<file path="config.mk">
export PLATFORM = sky130hd
export DESIGN_NAME = single_vector_interrupt_control
export DESIGN_NICKNAME = d
export VERILOG_FILES = /design/src/rtl/svic_pkg.sv /design/src/rtl/pending_flag_bank.sv /design/src/rtl/single_vector_interrupt_control.sv
export VERILOG_INCLUDE_DIRS = /design/src /design/src/rtl
export SDC_FILE = /design/constraint.sdc
export NUM_CORES = 1
export LEC_CHECK = 0
export BUFFER_PORTS_ARGS = -buffer_cell sky130_fd_sc_hd__buf_2
export CAP_MARGIN = 20
export CORE_MARGIN = 1
export CORE_UTILIZATION = 39
export DETAILED_ROUTE_END_ITERATION = 10
export PLACE_DENSITY_LB_ADDON = 0.05
export SLEW_MARGIN = 20
export SYNTH_ARGS = -nofsm -noshare
export SYNTH_HDL_FRONTEND = slang
export SYNTH_SLANG_ARGS = --single-unit
</file>
<file path="constraint.sdc">
create_clock -name clk_sys -period 2.29 [get_ports clk_sys]
set_input_delay 0.3435 -clock clk_sys [delete_from_list [all_inputs] [get_ports clk_sys]]
set_output_delay 0.3435 -clock clk_sys [all_outputs]
set_load 0.02 [all_outputs]
</file>
<file path="src/rtl/svic_params.svh">
`ifndef SVIC_PARAMS_SVH
`define SVIC_PARAMS_SVH

// Register indices; the byte address on the bus is four times the index.
`define IDX_SYSMODE   10'h0df
`define IDX_PEND_P1   10'h0d0
`define IDX_PEND_TS   10'h0d1
`define IDX_PEND_PX   10'h0d2
`define IDX_EN_P1     10'h0d4
`define IDX_EN_TS     10'h0d5
`define IDX_EN_PX     10'h0d6
`define IDX_EVT_STAT  10'h0d8
`define IDX_EVT_MASK  10'h0d9

`define SYSMODE_RST   8'h00
`define GIE_BIT       3
`define PAGE_MSB      2
`define EN_RST        8'h00

`define VEC_HI_ADDR   16'h0000
`define VEC_LO_ADDR   16'h0001

`define EVT_ACK       0
`define EVT_RET       1
`define EVT_BRANCH    2
`define N_EVT         3

`endif

</file>
<file path="src/rtl/svic_pkg.sv">
package svic_pkg;

  typedef enum logic [2:0]
  {
    ST_IDLE   = 3'b000,
    ST_ACK    = 3'b001,
    ST_PCL    = 3'b011,
    ST_PCH    = 3'b010,
    ST_FLG    = 3'b110,
    ST_VHI    = 3'b111,
    ST_VLO    = 3'b101,
    ST_BRANCH = 3'b100
  } svc_state_e;

endpackage

</file>
<file path="src/rtl/pending_flag_bank.sv">
`timescale 1ns/10ps
module pending_flag_bank
#(
  parameter int W       = 8,
  parameter bit SYNC_IN = 1'b0
)
(
  input  wire logic         clk_sys,   // System clock.
  input  wire logic         rst_n,     // Asynchronous reset, active low.
  input  wire logic [W-1:0] src_in,    // Event pulses or raw pin levels.
  input  wire logic         wr_stb,    // Software write to this flag register.
  input  wire logic [W-1:0] wr_data,   // Zero bits clear, one bits leave alone.
  output logic      [W-1:0] pend_flags // Sticky pending flags.
);

  genvar i;
  generate
    for (i = 0; i < W; i++)
    begin : g_bit
      logic set_evt;
      if (SYNC_IN)
      begin : g_sync
        logic s1_r;
        logic s2_r;
        logic s3_r;
        always_ff @(posedge clk_sys or negedge rst_n)
        begin
          if (!rst_n)
          begin
            s1_r <= 1'b0;
            s2_r <= 1'b0;
            s3_r <= 1'b0;
          end
          else
          begin
            s1_r <= src_in[i];
            s2_r <= s1_r;
            s3_r <= s2_r;
          end
        end
        // Rising edge of the pin, seen only after the two-stage synchroniser.
        assign set_evt = s2_r & ~s3_r;
      end
      else
      begin : g_direct
        assign set_evt = src_in[i];
      end

      // A new event in the cycle of a clearing write wins over the clear.
      always_ff @(posedge clk_sys or negedge rst_n)
      begin
        if (!rst_n)
          pend_flags[i] <= 1'b0;
        else
          pend_flags[i] <= set_evt | (pend_flags[i] & ~(wr_stb & ~wr_data[i]));
      end
    end
  endgenerate

endmodule

</file>
<file path="src/rtl/single_vector_interrupt_control.sv">
// Operation
// - All sources share one vector at 0000H/0001H.
// - Global enable is bit 3 of system mode.
// - Every source has its own enable bit.
// - Service needs global and source enable set.
// - Acknowledge only at instruction completion.
// - Acknowledge pulses and starts interrupt machine cycle.
// - Machine cycle first clears the global enable.
// - Push PC low, PC high, then flags.
// - Fetch vector high, then low, then branch.
// - Service return sets the global enable.
// - Each source sets its own pending bit.
// - No hardware priority; software polls pending bits.
// - Eight timer, serial, watch and fifteen pin sources.
// - Global enable resets to zero, disabled.
`timescale 1ns/10ps
`include "svic_params.svh"
module single_vector_interrupt_control
  import svic_pkg::*;
(
  input  wire logic        clk_sys,             // System clock, 40 MHz.
  input  wire logic        rst_n,               // Asynchronous reset, active low.
  input  wire logic        psel,                // APB select.
  input  wire logic        penable,             // APB enable.
  input  wire logic        pwrite,              // APB write.
  input  wire logic [11:0] paddr,               // APB byte address.
  input  wire logic [31:0] pwdata,              // APB write data.
  output logic      [31:0] prdata,              // APB read data.
  output logic             pready,              // APB ready.
  output logic             pslverr,             // APB error on unmapped address.
  input  wire logic [7:0]  periph_evt,          // Timer, serial and watch events.
  input  wire logic [6:0]  port1_pin,           // Port 1 external pins.
  input  wire logic [5:0]  port3_pin,           // Port 3 external pins.
  input  wire logic        port4_pin,           // Port 4 external pin.
  input  wire logic        port5_pin,           // Port 5 external pin.
  input  wire logic        instr_done,          // Core finishes an instruction.
  input  wire logic        global_irq_on_op,    // Core executes enable-interrupt.
  input  wire logic        global_irq_off_op,   // Core executes disable-interrupt.
  input  wire logic        return_from_service, // Core executes interrupt return.
  input  wire logic [15:0] pc_now,              // Program counter to save.
  input  wire logic [7:0]  flags_now,           // Flags to save.
  input  wire logic        stack_push_ready,    // Core accepted the pushed byte.
  input  wire logic [7:0]  vec_rd_data,         // Program memory byte.
  input  wire logic        vec_rd_valid,        // Program memory byte valid.
  output logic             irq_ack,             // Interrupt acknowledge pulse.
  output logic             svc_busy,            // Machine cycle in progress.
  output logic             stack_push_valid,    // Byte to push is valid.
  output logic      [7:0]  stack_push_data,     // Byte to push.
  output logic             vec_rd_req,          // Program memory read request.
  output logic      [15:0] vec_rd_addr,         // Program memory read address.
  output logic             branch_valid,        // Branch to service routine.
  output logic      [15:0] branch_addr,         // Service routine address.
  output logic      [2:0]  page_sel,            // Page selection field.
  output logic             irq_out              // Level interrupt to the system.
);

  svc_state_e        state_r;
  svc_state_e        state_nxt;
  logic [7:0]        sysmode_r;
  logic [7:0]        en_ts_r;
  logic [6:0]        en_p1_r;
  logic [7:0]        en_px_r;
  logic [`N_EVT-1:0] evt_stat_r;
  logic [`N_EVT-1:0] evt_mask_r;
  logic [15:0]       pc_hold_r;
  logic [7:0]        flags_hold_r;
  logic [7:0]        vec_hi_r;
  logic [7:0]        vec_lo_r;
  logic [7:0]        push_data_r;
  logic [15:0]       rd_addr_r;
  logic [15:0]       br_addr_r;
  logic [31:0]       prdata_r;
  logic              pslverr_r;
  logic [7:0]        pend_ts;
  logic [6:0]        pend_p1;
  logic [7:0]        pend_px;
  logic [9:0]        reg_idx;
  logic              wr_acc;
  logic              setup_ph;
  logic              gie;
  logic              svc_req;
  logic [`N_EVT-1:0] evt_set;

  assign reg_idx  = paddr[11:2];
  assign setup_ph = psel & ~penable;
  assign wr_acc   = psel & penable & pwrite;
  assign gie      = sysmode_r[`GIE_BIT];

  // Sources set flags in any state; no hardware priority between them.
  pending_flag_bank #(.W(8), .SYNC_IN(1'b0)) u_pend_ts
  (
    .clk_sys    (clk_sys),
    .rst_n      (rst_n),
    .src_in     (periph_evt),
    .wr_stb     (wr_acc && reg_idx == `IDX_PEND_TS),
    .wr_data    (pwdata[7:0]),
    .pend_flags (pend_ts)
  );

  pending_flag_bank #(.W(7), .SYNC_IN(1'b1)) u_pend_p1
  (
    .clk_sys    (clk_sys),
    .rst_n      (rst_n),
    .src_in     (port1_pin),
    .wr_stb     (wr_acc && reg_idx == `IDX_PEND_P1),
    .wr_data    (pwdata[6:0]),
    .pend_flags (pend_p1)
  );

  pending_flag_bank #(.W(8), .SYNC_IN(1'b1)) u_pend_px
  (
    .clk_sys    (clk_sys),
    .rst_n      (rst_n),
    .src_in     ({port5_pin, port4_pin, port3_pin}),
    .wr_stb     (wr_acc && reg_idx == `IDX_PEND_PX),
    .wr_data    (pwdata[7:0]),
    .pend_flags (pend_px)
  );

  assign svc_req = gie & (|(pend_ts & en_ts_r) | |(pend_p1 & en_p1_r) | |(pend_px & en_px_r));

  always_comb
  begin
    state_nxt = state_r;
    case (state_r)
      ST_IDLE:   if (svc_req && instr_done) state_nxt = ST_ACK;
      ST_ACK:    state_nxt = ST_PCL;
      ST_PCL:    if (stack_push_ready) state_nxt = ST_PCH;
      ST_PCH:    if (stack_push_ready) state_nxt = ST_FLG;
      ST_FLG:    if (stack_push_ready) state_nxt = ST_VHI;
      ST_VHI:    if (vec_rd_valid) state_nxt = ST_VLO;
      ST_VLO:    if (vec_rd_valid) state_nxt = ST_BRANCH;
      ST_BRANCH: state_nxt = ST_IDLE;
      default:   state_nxt = ST_IDLE;
    endcase
  end

  always_ff @(posedge clk_sys or negedge rst_n)
  begin
    if (!rst_n)
      state_r <= ST_IDLE;
    else
      state_r <= state_nxt;
  end

  // Context is frozen at acknowledge so the pushes see one consistent PC.
  always_ff @(posedge clk_sys or negedge rst_n)
  begin
    if (!rst_n)
    begin
      pc_hold_r    <= 16'h0000;
      flags_hold_r <= 8'h00;
    end
    else if (state_nxt == ST_ACK)
    begin
      pc_hold_r    <= pc_now;
      flags_hold_r <= flags_now;
    end
  end

  always_ff @(posedge clk_sys or negedge rst_n)
  begin
    if (!rst_n)
    begin
      push_data_r <= 8'h00;
      rd_addr_r   <= `VEC_HI_ADDR;
    end
    else
    begin
      case (state_nxt)
        ST_PCL:  push_data_r <= pc_hold_r[7:0];
        ST_PCH:  push_data_r <= pc_hold_r[15:8];
        ST_FLG:  push_data_r <= flags_hold_r;
        default: push_data_r <= push_data_r;
      endcase
      if (state_nxt == ST_VLO)
        rd_addr_r <= `VEC_LO_ADDR;
      else if (state_nxt == ST_VHI)
        rd_addr_r <= `VEC_HI_ADDR;
    end
  end

  always_ff @(posedge clk_sys or negedge rst_n)
  begin
    if (!rst_n)
    begin
      vec_hi_r  <= 8'h00;
      vec_lo_r  <= 8'h00;
      br_addr_r <= 16'h0000;
    end
    else
    begin
      if (state_r == ST_VHI && vec_rd_valid)
        vec_hi_r <= vec_rd_data;
      if (state_r == ST_VLO && vec_rd_valid)
      begin
        vec_lo_r  <= vec_rd_data;
        br_addr_r <= {vec_hi_r, vec_rd_data};
      end
    end
  end

  assign irq_ack          = (state_r == ST_ACK);
  assign svc_busy         = (state_r != ST_IDLE);
  assign stack_push_valid = (state_r == ST_PCL) | (state_r == ST_PCH) | (state_r == ST_FLG);
  assign stack_push_data  = push_data_r;
  assign vec_rd_req       = (state_r == ST_VHI) | (state_r == ST_VLO);
  assign vec_rd_addr      = rd_addr_r;
  assign branch_valid     = (state_r == ST_BRANCH);
  assign branch_addr      = br_addr_r;
  assign page_sel         = sysmode_r[`PAGE_MSB:0];

  // The acknowledge clear outranks every other change of the global enable.
  always_ff @(posedge clk_sys or negedge rst_n)
  begin
    if (!rst_n)
      sysmode_r <= `SYSMODE_RST;
    else if (state_r == ST_ACK)
      sysmode_r[`GIE_BIT] <= 1'b0;
    else if (global_irq_on_op || return_from_service)
      sysmode_r[`GIE_BIT] <= 1'b1;
    else if (global_irq_off_op)
      sysmode_r[`GIE_BIT] <= 1'b0;
    else if (wr_acc && reg_idx == `IDX_SYSMODE)
      sysmode_r <= {4'h0, pwdata[3:0]};
  end

  always_ff @(posedge clk_sys or negedge rst_n)
  begin
    if (!rst_n)
    begin
      en_ts_r    <= `EN_RST;
      en_p1_r    <= 7'h00;
      en_px_r    <= `EN_RST;
      evt_mask_r <= '0;
    end
    else if (wr_acc)
    begin
      if (reg_idx == `IDX_EN_TS)
        en_ts_r <= pwdata[7:0];
      else if (reg_idx == `IDX_EN_P1)
        en_p1_r <= pwdata[6:0];
      else if (reg_idx == `IDX_EN_PX)
        en_px_r <= pwdata[7:0];
      else if (reg_idx == `IDX_EVT_MASK)
        evt_mask_r <= pwdata[`N_EVT-1:0];
    end
  end

  assign evt_set[`EVT_ACK]    = (state_r == ST_ACK);
  assign evt_set[`EVT_RET]    = return_from_service;
  assign evt_set[`EVT_BRANCH] = (state_r == ST_BRANCH);

  // Write one to clear; an event in the same cycle keeps its bit set.
  always_ff @(posedge clk_sys or negedge rst_n)
  begin
    if (!rst_n)
      evt_stat_r <= '0;
    else if (wr_acc && reg_idx == `IDX_EVT_STAT)
      evt_stat_r <= evt_set | (evt_stat_r & ~pwdata[`N_EVT-1:0]);
    else
      evt_stat_r <= evt_set | evt_stat_r;
  end

  assign irq_out = |(evt_stat_r & evt_mask_r);

  // Read data and error are latched in the setup cycle; zero wait states.
  always_ff @(posedge clk_sys or negedge rst_n)
  begin
    if (!rst_n)
    begin
      prdata_r  <= 32'h0000_0000;
      pslverr_r <= 1'b0;
    end
    else if (setup_ph)
    begin
      pslverr_r <= 1'b0;
      prdata_r  <= 32'h0000_0000;
      if (reg_idx == `IDX_SYSMODE)
        prdata_r[7:0] <= sysmode_r;
      else if (reg_idx == `IDX_PEND_TS)
        prdata_r[7:0] <= pend_ts;
      else if (reg_idx == `IDX_PEND_P1)
        prdata_r[6:0] <= pend_p1;
      else if (reg_idx == `IDX_PEND_PX)
        prdata_r[7:0] <= pend_px;
      else if (reg_idx == `IDX_EN_TS)
        prdata_r[7:0] <= en_ts_r;
      else if (reg_idx == `IDX_EN_P1)
        prdata_r[6:0] <= en_p1_r;
      else if (reg_idx == `IDX_EN_PX)
        prdata_r[7:0] <= en_px_r;
      else if (reg_idx == `IDX_EVT_STAT)
        prdata_r[`N_EVT-1:0] <= evt_stat_r;
      else if (reg_idx == `IDX_EVT_MASK)
        prdata_r[`N_EVT-1:0] <= evt_mask_r;
      else
        pslverr_r <= 1'b1;
    end
  end

  assign prdata  = prdata_r;
  assign pslverr = pslverr_r;
  assign pready  = 1'b1;

  a_ack_needs_enable: assert property (@(posedge clk_sys) disable iff (!rst_n)
    irq_ack |-> $past(svc_req) && $past(instr_done))
    else $error("acknowledge without enabled request at instruction end");

  a_ack_clears_gie: assert property (@(posedge clk_sys) disable iff (!rst_n)
    irq_ack |=> !gie)
    else $error("global enable not cleared by acknowledge");

  a_ack_single_pulse: assert property (@(posedge clk_sys) disable iff (!rst_n)
    irq_ack |=> !irq_ack ##0 stack_push_valid)
    else $error("acknowledge not followed by push phase");

  a_push_pc_low: assert property (@(posedge clk_sys) disable iff (!rst_n)
    (state_r == ST_PCL) |-> stack_push_data == pc_hold_r[7:0])
    else $error("first push is not the PC low byte");

  a_push_order: assert property (@(posedge clk_sys) disable iff (!rst_n)
    (state_r == ST_PCH && stack_push_ready) |=> (state_r == ST_FLG) && stack_push_data == flags_hold_r)
    else $error("flags do not follow PC high byte");

  a_vec_hi_addr: assert property (@(posedge clk_sys) disable iff (!rst_n)
    (state_r == ST_VHI) |-> vec_rd_addr == `VEC_HI_ADDR)
    else $error("high vector byte read from wrong address");

  a_branch_target: assert property (@(posedge clk_sys) disable iff (!rst_n)
    (state_r == ST_VLO && vec_rd_valid) |=> branch_valid && branch_addr == {vec_hi_r, $past(vec_rd_data)})
    else $error("branch address not built from vector bytes");

  a_ret_sets_gie: assert property (@(posedge clk_sys) disable iff (!rst_n)
    (return_from_service && state_r != ST_ACK) |=> gie)
    else $error("return did not set global enable");

  a_pend_holds: assert property (@(posedge clk_sys) disable iff (!rst_n)
    !(wr_acc && reg_idx == `IDX_PEND_TS) |=> (pend_ts & $past(pend_ts)) == $past(pend_ts))
    else $error("pending flag lost without a clearing write");

endmodule

</file>
# After elaboration in Yosys (flattened, before gate mapping)
# Cells that the tools add are included.
# W data, S select, Z words.
# op_classes
muxes,36
eq_ne,22
n_reduce_logical,23
bitwise_logic,154
# ops
op,count
$eq A10 B8 Y1 const B,9
$and A1 B1 Y1,65
$not A1 Y1,53
$mux W16,2
$mux W8,4
$mux W3,10
$or A1 B1 Y1,28
$pmux W3 S8,1
$pmux W8 S3,1
$eq A3 B3 Y1 const B,7
$and A8 B8 Y8,2
$reduce_or A8 Y1,2
$mux W1,14
$mux W7,2
$eq A3 B2 Y1 const B,4
$logic_and A1 B1 Y1,8
$reduce_and A4 Y1,2
$and A7 B7 Y7,1
$reduce_or A7 Y1,1
$and A3 B3 Y3,2
$eq A3 B1 Y1 const B,2
$or A3 B3 Y3,2
$reduce_bool A3 Y1,2
$mux W5,1
10 further kinds,10
# word_totals
wordCells,319
reg_bits,185
inputBits,110

# Longest topological paths before layout
# Gate-level depths: netlist of run 1.
# depth
ltp_word,11
mapped_depth,7

# By module
# Synthesis of run 1 repeated with hierarchy kept, for this count alone.
# hier_totals
hier_cells,586
area_unflattened_um2,7407.1
# by_module_without_submodules
mod,instances,cells_each,seq_area_each_um2,area_per_inst_um2
single_vector_interrupt_control,1,457,2552.4,5313.8
pending_flag_bank at u_pend_px,1,56,800.8,950.9
pending_flag_bank at u_pend_p1,1,49,700.7,832.0
pending_flag_bank at u_pend_ts,1,24,200.2,310.3

# Worst setup path after synthesis of run 1
# OpenSTA, ideal clock, no wires.
# synth_timing
path_type,register to register
start,register u_pend_px.pend_flags[3]
end,register flags_hold_r[4]
required_time_ps,2165
setup_time_ps,125
path_slack_ps,410
n_path_buf,1
arrival_ps,1756
path_stages_with_launch,6
path_cell_list,dfrtp_1 -> a222oi_1 -> nand3_1 -> o31ai_4 -> buf_6 -> mux2_2
# synth_via
elab_chain_len,8
# synth_rtl
element,line,rtl
start: declaration,pending_flag_bank.sv:13,output logic [W-1:0] pend_flags
start signal: indexed assignment,pending_flag_bank.sv:55,pend_flags[i] <= set_evt | (pend_flags[i] & ~(wr_stb & ~wr_data[i]));
$and A8 B8 Y8,single_vector_interrupt_control.sv:120,assign svc_req = gie & (|(pend_ts & en_ts_r) | |(pend_p1 & en_p1_r) | |(pend_px & en_px_r));
$reduce_or A8 Y1,single_vector_interrupt_control.sv:120,
$or A1 B1 Y1,single_vector_interrupt_control.sv:120,
$and A1 B1 Y1,single_vector_interrupt_control.sv:120,
$logic_and A1 B1 Y1,single_vector_interrupt_control.sv:126,ST_IDLE: if (svc_req && instr_done) state_nxt = ST_ACK;
$mux W3,single_vector_interrupt_control.sv:126,
$pmux W3 S8,single_vector_interrupt_control.sv:125,case (state_r)
$eq A3 B1 Y1,single_vector_interrupt_control.sv:154,else if (state_nxt == ST_ACK)
end signal: assignment,single_vector_interrupt_control.sv:157,flags_hold_r <= flags_now;
end: declaration,single_vector_interrupt_control.sv:66,logic [7:0] flags_hold_r;
# No other way between the ends.
# A chain may end at the register's enable or synchronous reset.

# Worst setup path in the final report of run 1
# layout_timing
start,register u_pend_px.pend_flags[3]
end,"register push_data_r[0], in the netlist stack_push_data[0]"
# layout_via
elab_chain_len,9
elab_cells_between_ends,12
# layout_rtl
element,line,rtl
$and A8 B8 Y8 *,single_vector_interrupt_control.sv:120,
$reduce_or A8 Y1 *,single_vector_interrupt_control.sv:120,
$or A1 B1 Y1 *,single_vector_interrupt_control.sv:120,
$and A1 B1 Y1 *,single_vector_interrupt_control.sv:120,
$logic_and A1 B1 Y1 *,single_vector_interrupt_control.sv:126,
$mux W3 *,single_vector_interrupt_control.sv:126,
$pmux W3 S8 *,single_vector_interrupt_control.sv:125,
$eq A3 B3 Y1 / $eq A3 B2 Y1 (equally long branches),single_vector_interrupt_control.sv:170,case (state_nxt)
$pmux W8 S3 / $reduce_bool A3 Y1 (equally long branches),-,
end signal: assignment,single_vector_interrupt_control.sv:171,ST_PCL: push_data_r <= pc_hold_r[7:0];
end signal: assignment,single_vector_interrupt_control.sv:172,ST_PCH: push_data_r <= pc_hold_r[15:8];
end signal: assignment,single_vector_interrupt_control.sv:173,ST_FLG: push_data_r <= flags_hold_r;
end: declaration,single_vector_interrupt_control.sv:69,logic [7:0] push_data_r;
# Every way passes the cells marked *; elsewhere a longest branch is shown, timed or not.

==> results.ini, run 1 <==
[clock_tree]
cts-resized-gates=0
clockBufferDepth=2
clkSlewWorstSetupHoldPaths_ps=80
cts_tree=yes
htree_num_levels=4
cts.repair_timing.setup_buffer_count=0
cts.sink_count=170
worst_skew_pair.late_latency_ps=430
tritoncts.num_buffers=17
ctsRootBufferMaster=clkbuf_16
hold_buffers=13

[global_route]
global_route.usage.total=0.187
grt_pass1_wl_mm=27.7
antenna_found_initial=0
first_global_vias=5006
grt_max_degree=61
gr-total-overflow=0

[timing]
fin_tns_setup_ps=0
timing_worst_slew_pin_value_ps=1020
timing.final.ws_setup_ps=287
smallest_hold_slack_ps=24.1
period_needed_ps=2000
timing.fmax_ghz=0.499
final_slew_violations=0
rsz0062_at_grt=false
timing.final.hold_violations=0
max-slew-margin-rel=0.316
setup_skew_ps=15.2
final_number_of_setup_violating_endpoints=0
min_period_over_period=0.874

[logic_synthesis]
synth_ff_type=dfrtp_1
proportion_of_register_bits_with_asynchronous_set_or_reset_after_synthesis=1.00
yosys.area.top_type=dfrtp_1
synth_enable_flop_cells=0
ys_warn_count=0
synth_largest_type_area_fraction=0.570
ys_ff_latch=170
synth_top_cells_by_area=dfrtp_1, mux2_2, buf_4
netlist_instances=609
ys_types=59
post_synth.cell_area_avg_um2=12.3
syn_area_um2=7470
yosysSeqAreaShare=0.570

[die]
boundaryPins=193
floorplan.rows=50
die_area_um2=19700
initial_core_util=0.398
dieHeight_um=140
design.core.area_um2=18800
die_boundary_width_um=140

[critical_path]
path_max_fanout=25
cp_data_required_time_ps=2590
startpoint_type=flop
critical_path.endpoint_type=flop
cp.arrival_ps=2300
criticalPathCategory=reg -> reg

[detailed_routing]
drt-pass1-iter-count=6
route.detailed.drc=0
vias_per_cell=5.07
antenna_violating_nets_post_route=0
detail_route.wirelength_mm=17.4
drtIter0Drc=265
wire_per_inst_um=17.3
routed-via-count=5091

[finish]
layout-drive-gt1-share=0.368
register_area_um2=4250
area_growth_pct=20.6
postLayoutCellArea_um2=9010
nNetsFinal=867
n_antenna_cell=0
multi_input_comb_area_um2=2820
share_of_the_core_filled_with_cells_in_the_final_layout=0.480
fillCellCount=1732

[place]
detailed_place_hpwl_mm=12.5
placement.io_buffers=126
place.gp.congestion=0.843
placed_cell_area_um2=8270
post-place-ws_ps=153

[job]
maxCapViolCount=0

[hold_path]
hold_path.class=in -> reg

[power]
vdd_drop_max_mv=0.538
power_density_nw_per_um2=937
power.leakage_nw=4.25

[outcome]
result_of_the_run=finished, final reports clean

## cells in the final DEF (no fill, tap or decap), types with 3 or more instances in the layout
cell | synthesis | routed
o21ai_0 | 63 | 63
a22oi_1 | 33 | 33
o21ai_1 | 3 | 3
clkbuf_16 | 0 | 17
a21oi_1 | 4 | 4
buf_4 | 43 | 17
or2_2 | 3 | 3
mux2i_1 | 8 | 8
nor2_1 | 21 | 21
dlygate4sd3_1 | 0 | 13
a32oi_1 | 3 | 3
nor3_1 | 4 | 4
conb_1 | 2 | 40
a21o_1 | 3 | 3
or2b_1 | 3 | 3
clkinv_8 | 0 | 5
a31oi_1 | 4 | 4
inv_1 | 21 | 21
inv_8 | 0 | 4
nor2b_1 | 4 | 4
nor3_4 | 4 | 4
nand4_1 | 3 | 3
dfrtp_1 | 170 | 170
buf_2 | 9 | 125
o2bb2ai_1 | 9 | 9
a2bb2oi_1 | 6 | 6
buf_12 | 0 | 3
clkinv_4 | 0 | 3
nand2_1 | 33 | 33
o32ai_1 | 3 | 3
nand2b_1 | 10 | 10
nand3_1 | 4 | 4
mux2_2 | 85 | 85
## critical path: stages (launching register included)
cell and delay, ps:
dfrtp_1 440, a222oi_1 360, nand3_1 180, o31ai_4 310, buf_12 210, and2_4 240
o21ai_0 110
## final cells by class
class                           instances  share of cell area
Clock buffer                           18              0.0487
Clock inverter                         14              0.0189
Inverter                               21             0.00875
Multi-Input combinational cell        388               0.313
Sequential cell                       170               0.472
Tap cell                              234              0.0325
Timing Repair Buffer                  159               0.106
## sequential cells by signal, indices dropped and copies added, names as in the netlist, 3 cells and up
name,flops
branch_addr,16
en_p1_r,7
en_px_r,8
en_ts_r,8
evt_mask_r,3
evt_stat_r,3
flags_hold_r,8
pc_hold_r,16
prdata,8
stack_push_data,8
state_r,3
sysmode_r,4
u_pend_p1.g_bit.g_sync.s1_r,7
u_pend_p1.g_bit.g_sync.s2_r,7
u_pend_p1.g_bit.g_sync.s3_r,7
u_pend_p1.pend_flags,7
u_pend_px.g_bit.g_sync.s1_r,8
u_pend_px.g_bit.g_sync.s2_r,8
u_pend_px.g_bit.g_sync.s3_r,8
u_pend_px.pend_flags,8
u_pend_ts.pend_flags,8
vec_hi_r,8
## worst paths after layout
path | startpoint | to | slack, ps | cells after the start
setup / recovery | u_pend_px.pend_flags[3] | stack_push_data[0] | 290 | 6
setup reg to reg | u_pend_px.pend_flags[3] | stack_push_data[0] | 290 | 6
hold / removal | port1_pin[4] | u_pend_p1.g_bit[4].g_sync.s1_r | 20 | 1
hold reg to reg | u_pend_px.g_bit[0].g_sync.s1_r | u_pend_px.g_bit[0].g_sync.s2_r | 350 | 0
max in group asynchronous | rst_n | en_ts_r[0] | 1080 | 3
min in group asynchronous | rst_n | pc_hold_r[10] | 440 | 2
## stage by stage
step / power [W] / instances
2_1_floorplan: 0.00502 / 647
3_3_place_gp: 0.00557 / 959
3_5_place_dp: 0.00563 / 959
4_1_cts: 0.00856 / 1004
5_1_grt: 0.00888 / 1004
6_report: 0.00844 / 1004
## cells by family after synthesis
logic type             share of synthesized area
other                                    0.00101
buffers and inverters                     0.0719
DFF                                        0.570
AOI/OAI and AO/OA                          0.131
muxes                                      0.139
and+or+nand+nor                           0.0875
## report_power, final
group          switching (W)  internal, W  total, W
combinational        0.00116     0.000755   0.00192
sequential          0.000219      0.00342   0.00364
clock                0.00138      0.00151   0.00289
total                0.00276      0.00569   0.00844
## layer usage
metal | track usage | wire (um) | up-vias | share of wire
met5 | 0 | 0 | - | 0
met4 | 0.0578 | 147 | 0 | 0.0084
met3 | 0.0383 | 644 | 8 | 0.037
met2 | 0.300 | 8420 | 130 | 0.48
met1 | 0.254 | 8200 | 2545 | 0.47
li1 | - | - | 2408 | -
## synth_stat cells, types with 6 or more instances
cell / n
nand2b_1: 10
inv_1: 21
a22oi_1: 33
mux2_2: 85
o2bb2ai_1: 9
a2bb2oi_1: 6
nand2_1: 33
buf_4: 43
clkbuf_1: 9
o21ai_0: 63
nor2_1: 21
buf_2: 9
mux2i_1: 8
dfrtp_1: 170
Power figures use the tool's default switching activity.
==> inputs of run 2 (changes only) <==
--- a/config.mk
+++ b/config.mk
@@ -11,8 +11,7 @@
 export CORE_MARGIN = 1
 export CORE_UTILIZATION = 39
 export DETAILED_ROUTE_END_ITERATION = 10
-export PLACE_DENSITY_LB_ADDON = 0.05
-export SLEW_MARGIN = 20
+export PLACE_DENSITY = 0.68
 export SYNTH_ARGS = -nofsm -noshare
 export SYNTH_HDL_FRONTEND = slang
 export SYNTH_SLANG_ARGS = --single-unit
==> run 2 against run 1 <==
  * Flip-flop and latch count stayed put
  * Critical path depth stayed put
  * Global-route usage is 0.97 points lower
  * Final area is 1.7% lower
  * Critical path type unchanged
  * Critical endpoint unchanged
  * Largest power group unchanged
==> results.ini, run 2 (synthesized netlist as in run 1, its figures left out) <==
[outcome]
result_of_the_run=finished, final reports clean  ; unchanged

[die]
floorplan.rows=50  ; unchanged
die_boundary_width_um=140  ; unchanged
dieHeight_um=140  ; unchanged
boundaryPins=193  ; unchanged
die_area_um2=19700  ; unchanged
initial_core_util=0.398  ; unchanged
design.core.area_um2=18800  ; unchanged

[critical_path]
cp_data_required_time_ps=2580  ; was 2590 ps
r2r_path_start=u_pend_px.pend_flags[3]  ; unchanged
startpoint_type=flop  ; unchanged
criticalPathCategory=reg -> reg  ; unchanged
beginning_of_the_critical_path=u_pend_px.pend_flags[3]  ; unchanged
critical_path.endpoint_type=flop  ; unchanged
path_max_fanout=25  ; unchanged
cp.arrival_ps=2290  ; was 2300 ps

[power]
sequentialPowerShare=0.444  ; was 0.431
vdd_drop_max_mv=0.570  ; was 0.538 mV
net-switching-power_w=0.00261  ; was 0.00276 W
power.internal_w=0.00563  ; was 0.00569 W
power_frac_comb=0.230  ; was 0.227
switching_share=0.317  ; was 0.327
power.leakage_nw=4.18  ; was 4.25 nW
power_density_nw_per_um2=930  ; was 937 nW/um2
power_frac_clock=0.327  ; was 0.342

[timing]
rsz0062_at_grt=false  ; unchanged
fin_tns_setup_ps=0  ; unchanged
timing_worst_slew_pin_value_ps=585  ; was 1020 ps
period_needed_ps=2000  ; about the same
timing.fmax_ghz=0.500  ; was 0.499 GHz
setup_skew_ps=10.5  ; was 15.2 ps
min_period_over_period=0.874  ; about the same
final_slew_violations=0  ; unchanged
smallest_hold_slack_ps=24.9  ; was 24.1 ps
max-slew-margin-rel=0.610  ; was 0.316
timing.final.ws_setup_ps=288  ; was 287 ps
timing.final.hold_violations=0  ; unchanged
final_number_of_setup_violating_endpoints=0  ; unchanged

[global_route]
antenna_found_initial=5  ; was 0
grt_pass1_wl_mm=26.8  ; was 27.7 mm
global_route.usage.total=0.177  ; was 0.187
gr-total-overflow=0  ; unchanged
grt_max_degree=64  ; was 61
first_global_vias=4993  ; was 5,006

[detailed_routing]
routed-via-count=5040  ; was 5,091
drt-pass1-iter-count=7  ; was 6
drtIter0Drc=378  ; was 265
antenna_violating_nets_post_route=0  ; unchanged
vias_per_cell=5.05  ; was 5.07
detail_route.wirelength_mm=16.5  ; was 17.4 mm
wire_per_inst_um=16.6  ; was 17.3 um
route.detailed.drc=0  ; unchanged

[clock_tree]
worst_skew_pair.late_latency_ps=420  ; was 430 ps
clockBufferDepth=2  ; unchanged
clkSlewWorstSetupHoldPaths_ps=70  ; was 80 ps
cts.repair_timing.setup_buffer_count=0  ; unchanged
htree_num_levels=4  ; unchanged
tritoncts.num_buffers=17  ; unchanged
hold_buffers=1  ; was 13
cts_tree=yes  ; unchanged
cts.sink_count=170  ; unchanged
ctsRootBufferMaster=clkbuf_16  ; unchanged
cts-resized-gates=0  ; unchanged

[job]
maxCapViolCount=0  ; unchanged

[place]
placement.io_buffers=126  ; unchanged
placed_cell_area_um2=8290  ; was 8270 um2
place.gp.congestion=0.865  ; was 0.843
detailed_place_hpwl_mm=12.0  ; was 12.5 mm
post-place-ws_ps=179  ; was 153 ps

[hold_path]
timing.hold.worst.start=port1_pin[4]  ; unchanged
hold_path.class=in -> reg  ; unchanged

[finish]
area_growth_pct=18.6  ; was 20.6%
postLayoutCellArea_um2=8860  ; was 9010 um2
layout-drive-gt1-share=0.375  ; was 0.368
mostFrequentLayoutCell=dfrtp_1  ; unchanged
nNetsFinal=857  ; was 867
layout.cells.most_common_list=dfrtp_1, buf_2, mux2_2  ; unchanged
fillCellCount=1691  ; was 1,732

## run 2: changes by cell type in the layout (fill, tap and decap cells not counted), sizes merged
cell and delta:
buf +2, dlygate4sd3 -12, clkinvlp +2, clkinv -2
diode +4
## run 2: area by class of cell
class | instances | area (um2) | share of cell area
flip-flops and latches | 170 | 4250 | 0.480
diodes | 4 | 10.0 | 0.00113
clock buffers | 18 | 439 | 0.0496
multi-input cells | 388 | 2820 | 0.318
well taps | 234 | 293 | 0.0331
clock inverters | 14 | 114 | 0.0129
inverters | 21 | 78.8 | 0.00890
repair buffers | 149 | 850 | 0.0959
## run 2: through the flow
stage / std cells / total power (W) / utilization
after floorplan: 647 / 0.00502 / -
after global placement: 961 / 0.00558 / 0.441
after detailed placement: 961 / 0.00563 / 0.441
after CTS: 994 / 0.00834 / 0.471
after global routing: 997 / 0.00868 / 0.472
final: 998 / 0.00823 / 0.472
## run 2: final timing paths
kind	to	slack, ps	cells after the start
max reg2reg	stack_push_data[0]	290	6
max	stack_push_data[0]	290	6
min reg2reg	u_pend_p1.g_bit[5].g_sync.s2_r	350	0
min	u_pend_p1.g_bit[4].g_sync.s1_r	20	1
min in group asynchronous	u_pend_p1.g_bit[5].g_sync.s2_r	480	2
max in group asynchronous	pc_hold_r[1]	1120	3
## run 2: power by group through the flow
stage               clock (W)  combinational (W)  sequential [W]
floorplan                   0            0.00113         0.00389
global placement            0            0.00189         0.00369
detailed placement          0            0.00192         0.00371
CTS                   0.00276            0.00192         0.00366
global route          0.00291            0.00206         0.00370
finish                0.00269            0.00189         0.00365
## run 2: worst max-delay path, stage by stage (launching register included)
cell and delay (ps):
dfrtp_1 440, a222oi_1 340, nand3_1 190, o31ai_4 330, buf_12 230, and2_4 240
o21ai_0 110
## run 2: routing by layer
layer | up-vias | part of all wire | track usage | wire, um
met5 | - | 0.00079 | 0 | 13
met1 | 2450 | 0.44 | 0.242 | 7330
li1 | 2382 | - | - | -
met2 | 186 | 0.47 | 0.274 | 7780
met3 | 20 | 0.070 | 0.0482 | 1160
met4 | 2 | 0.015 | 0.0544 | 241
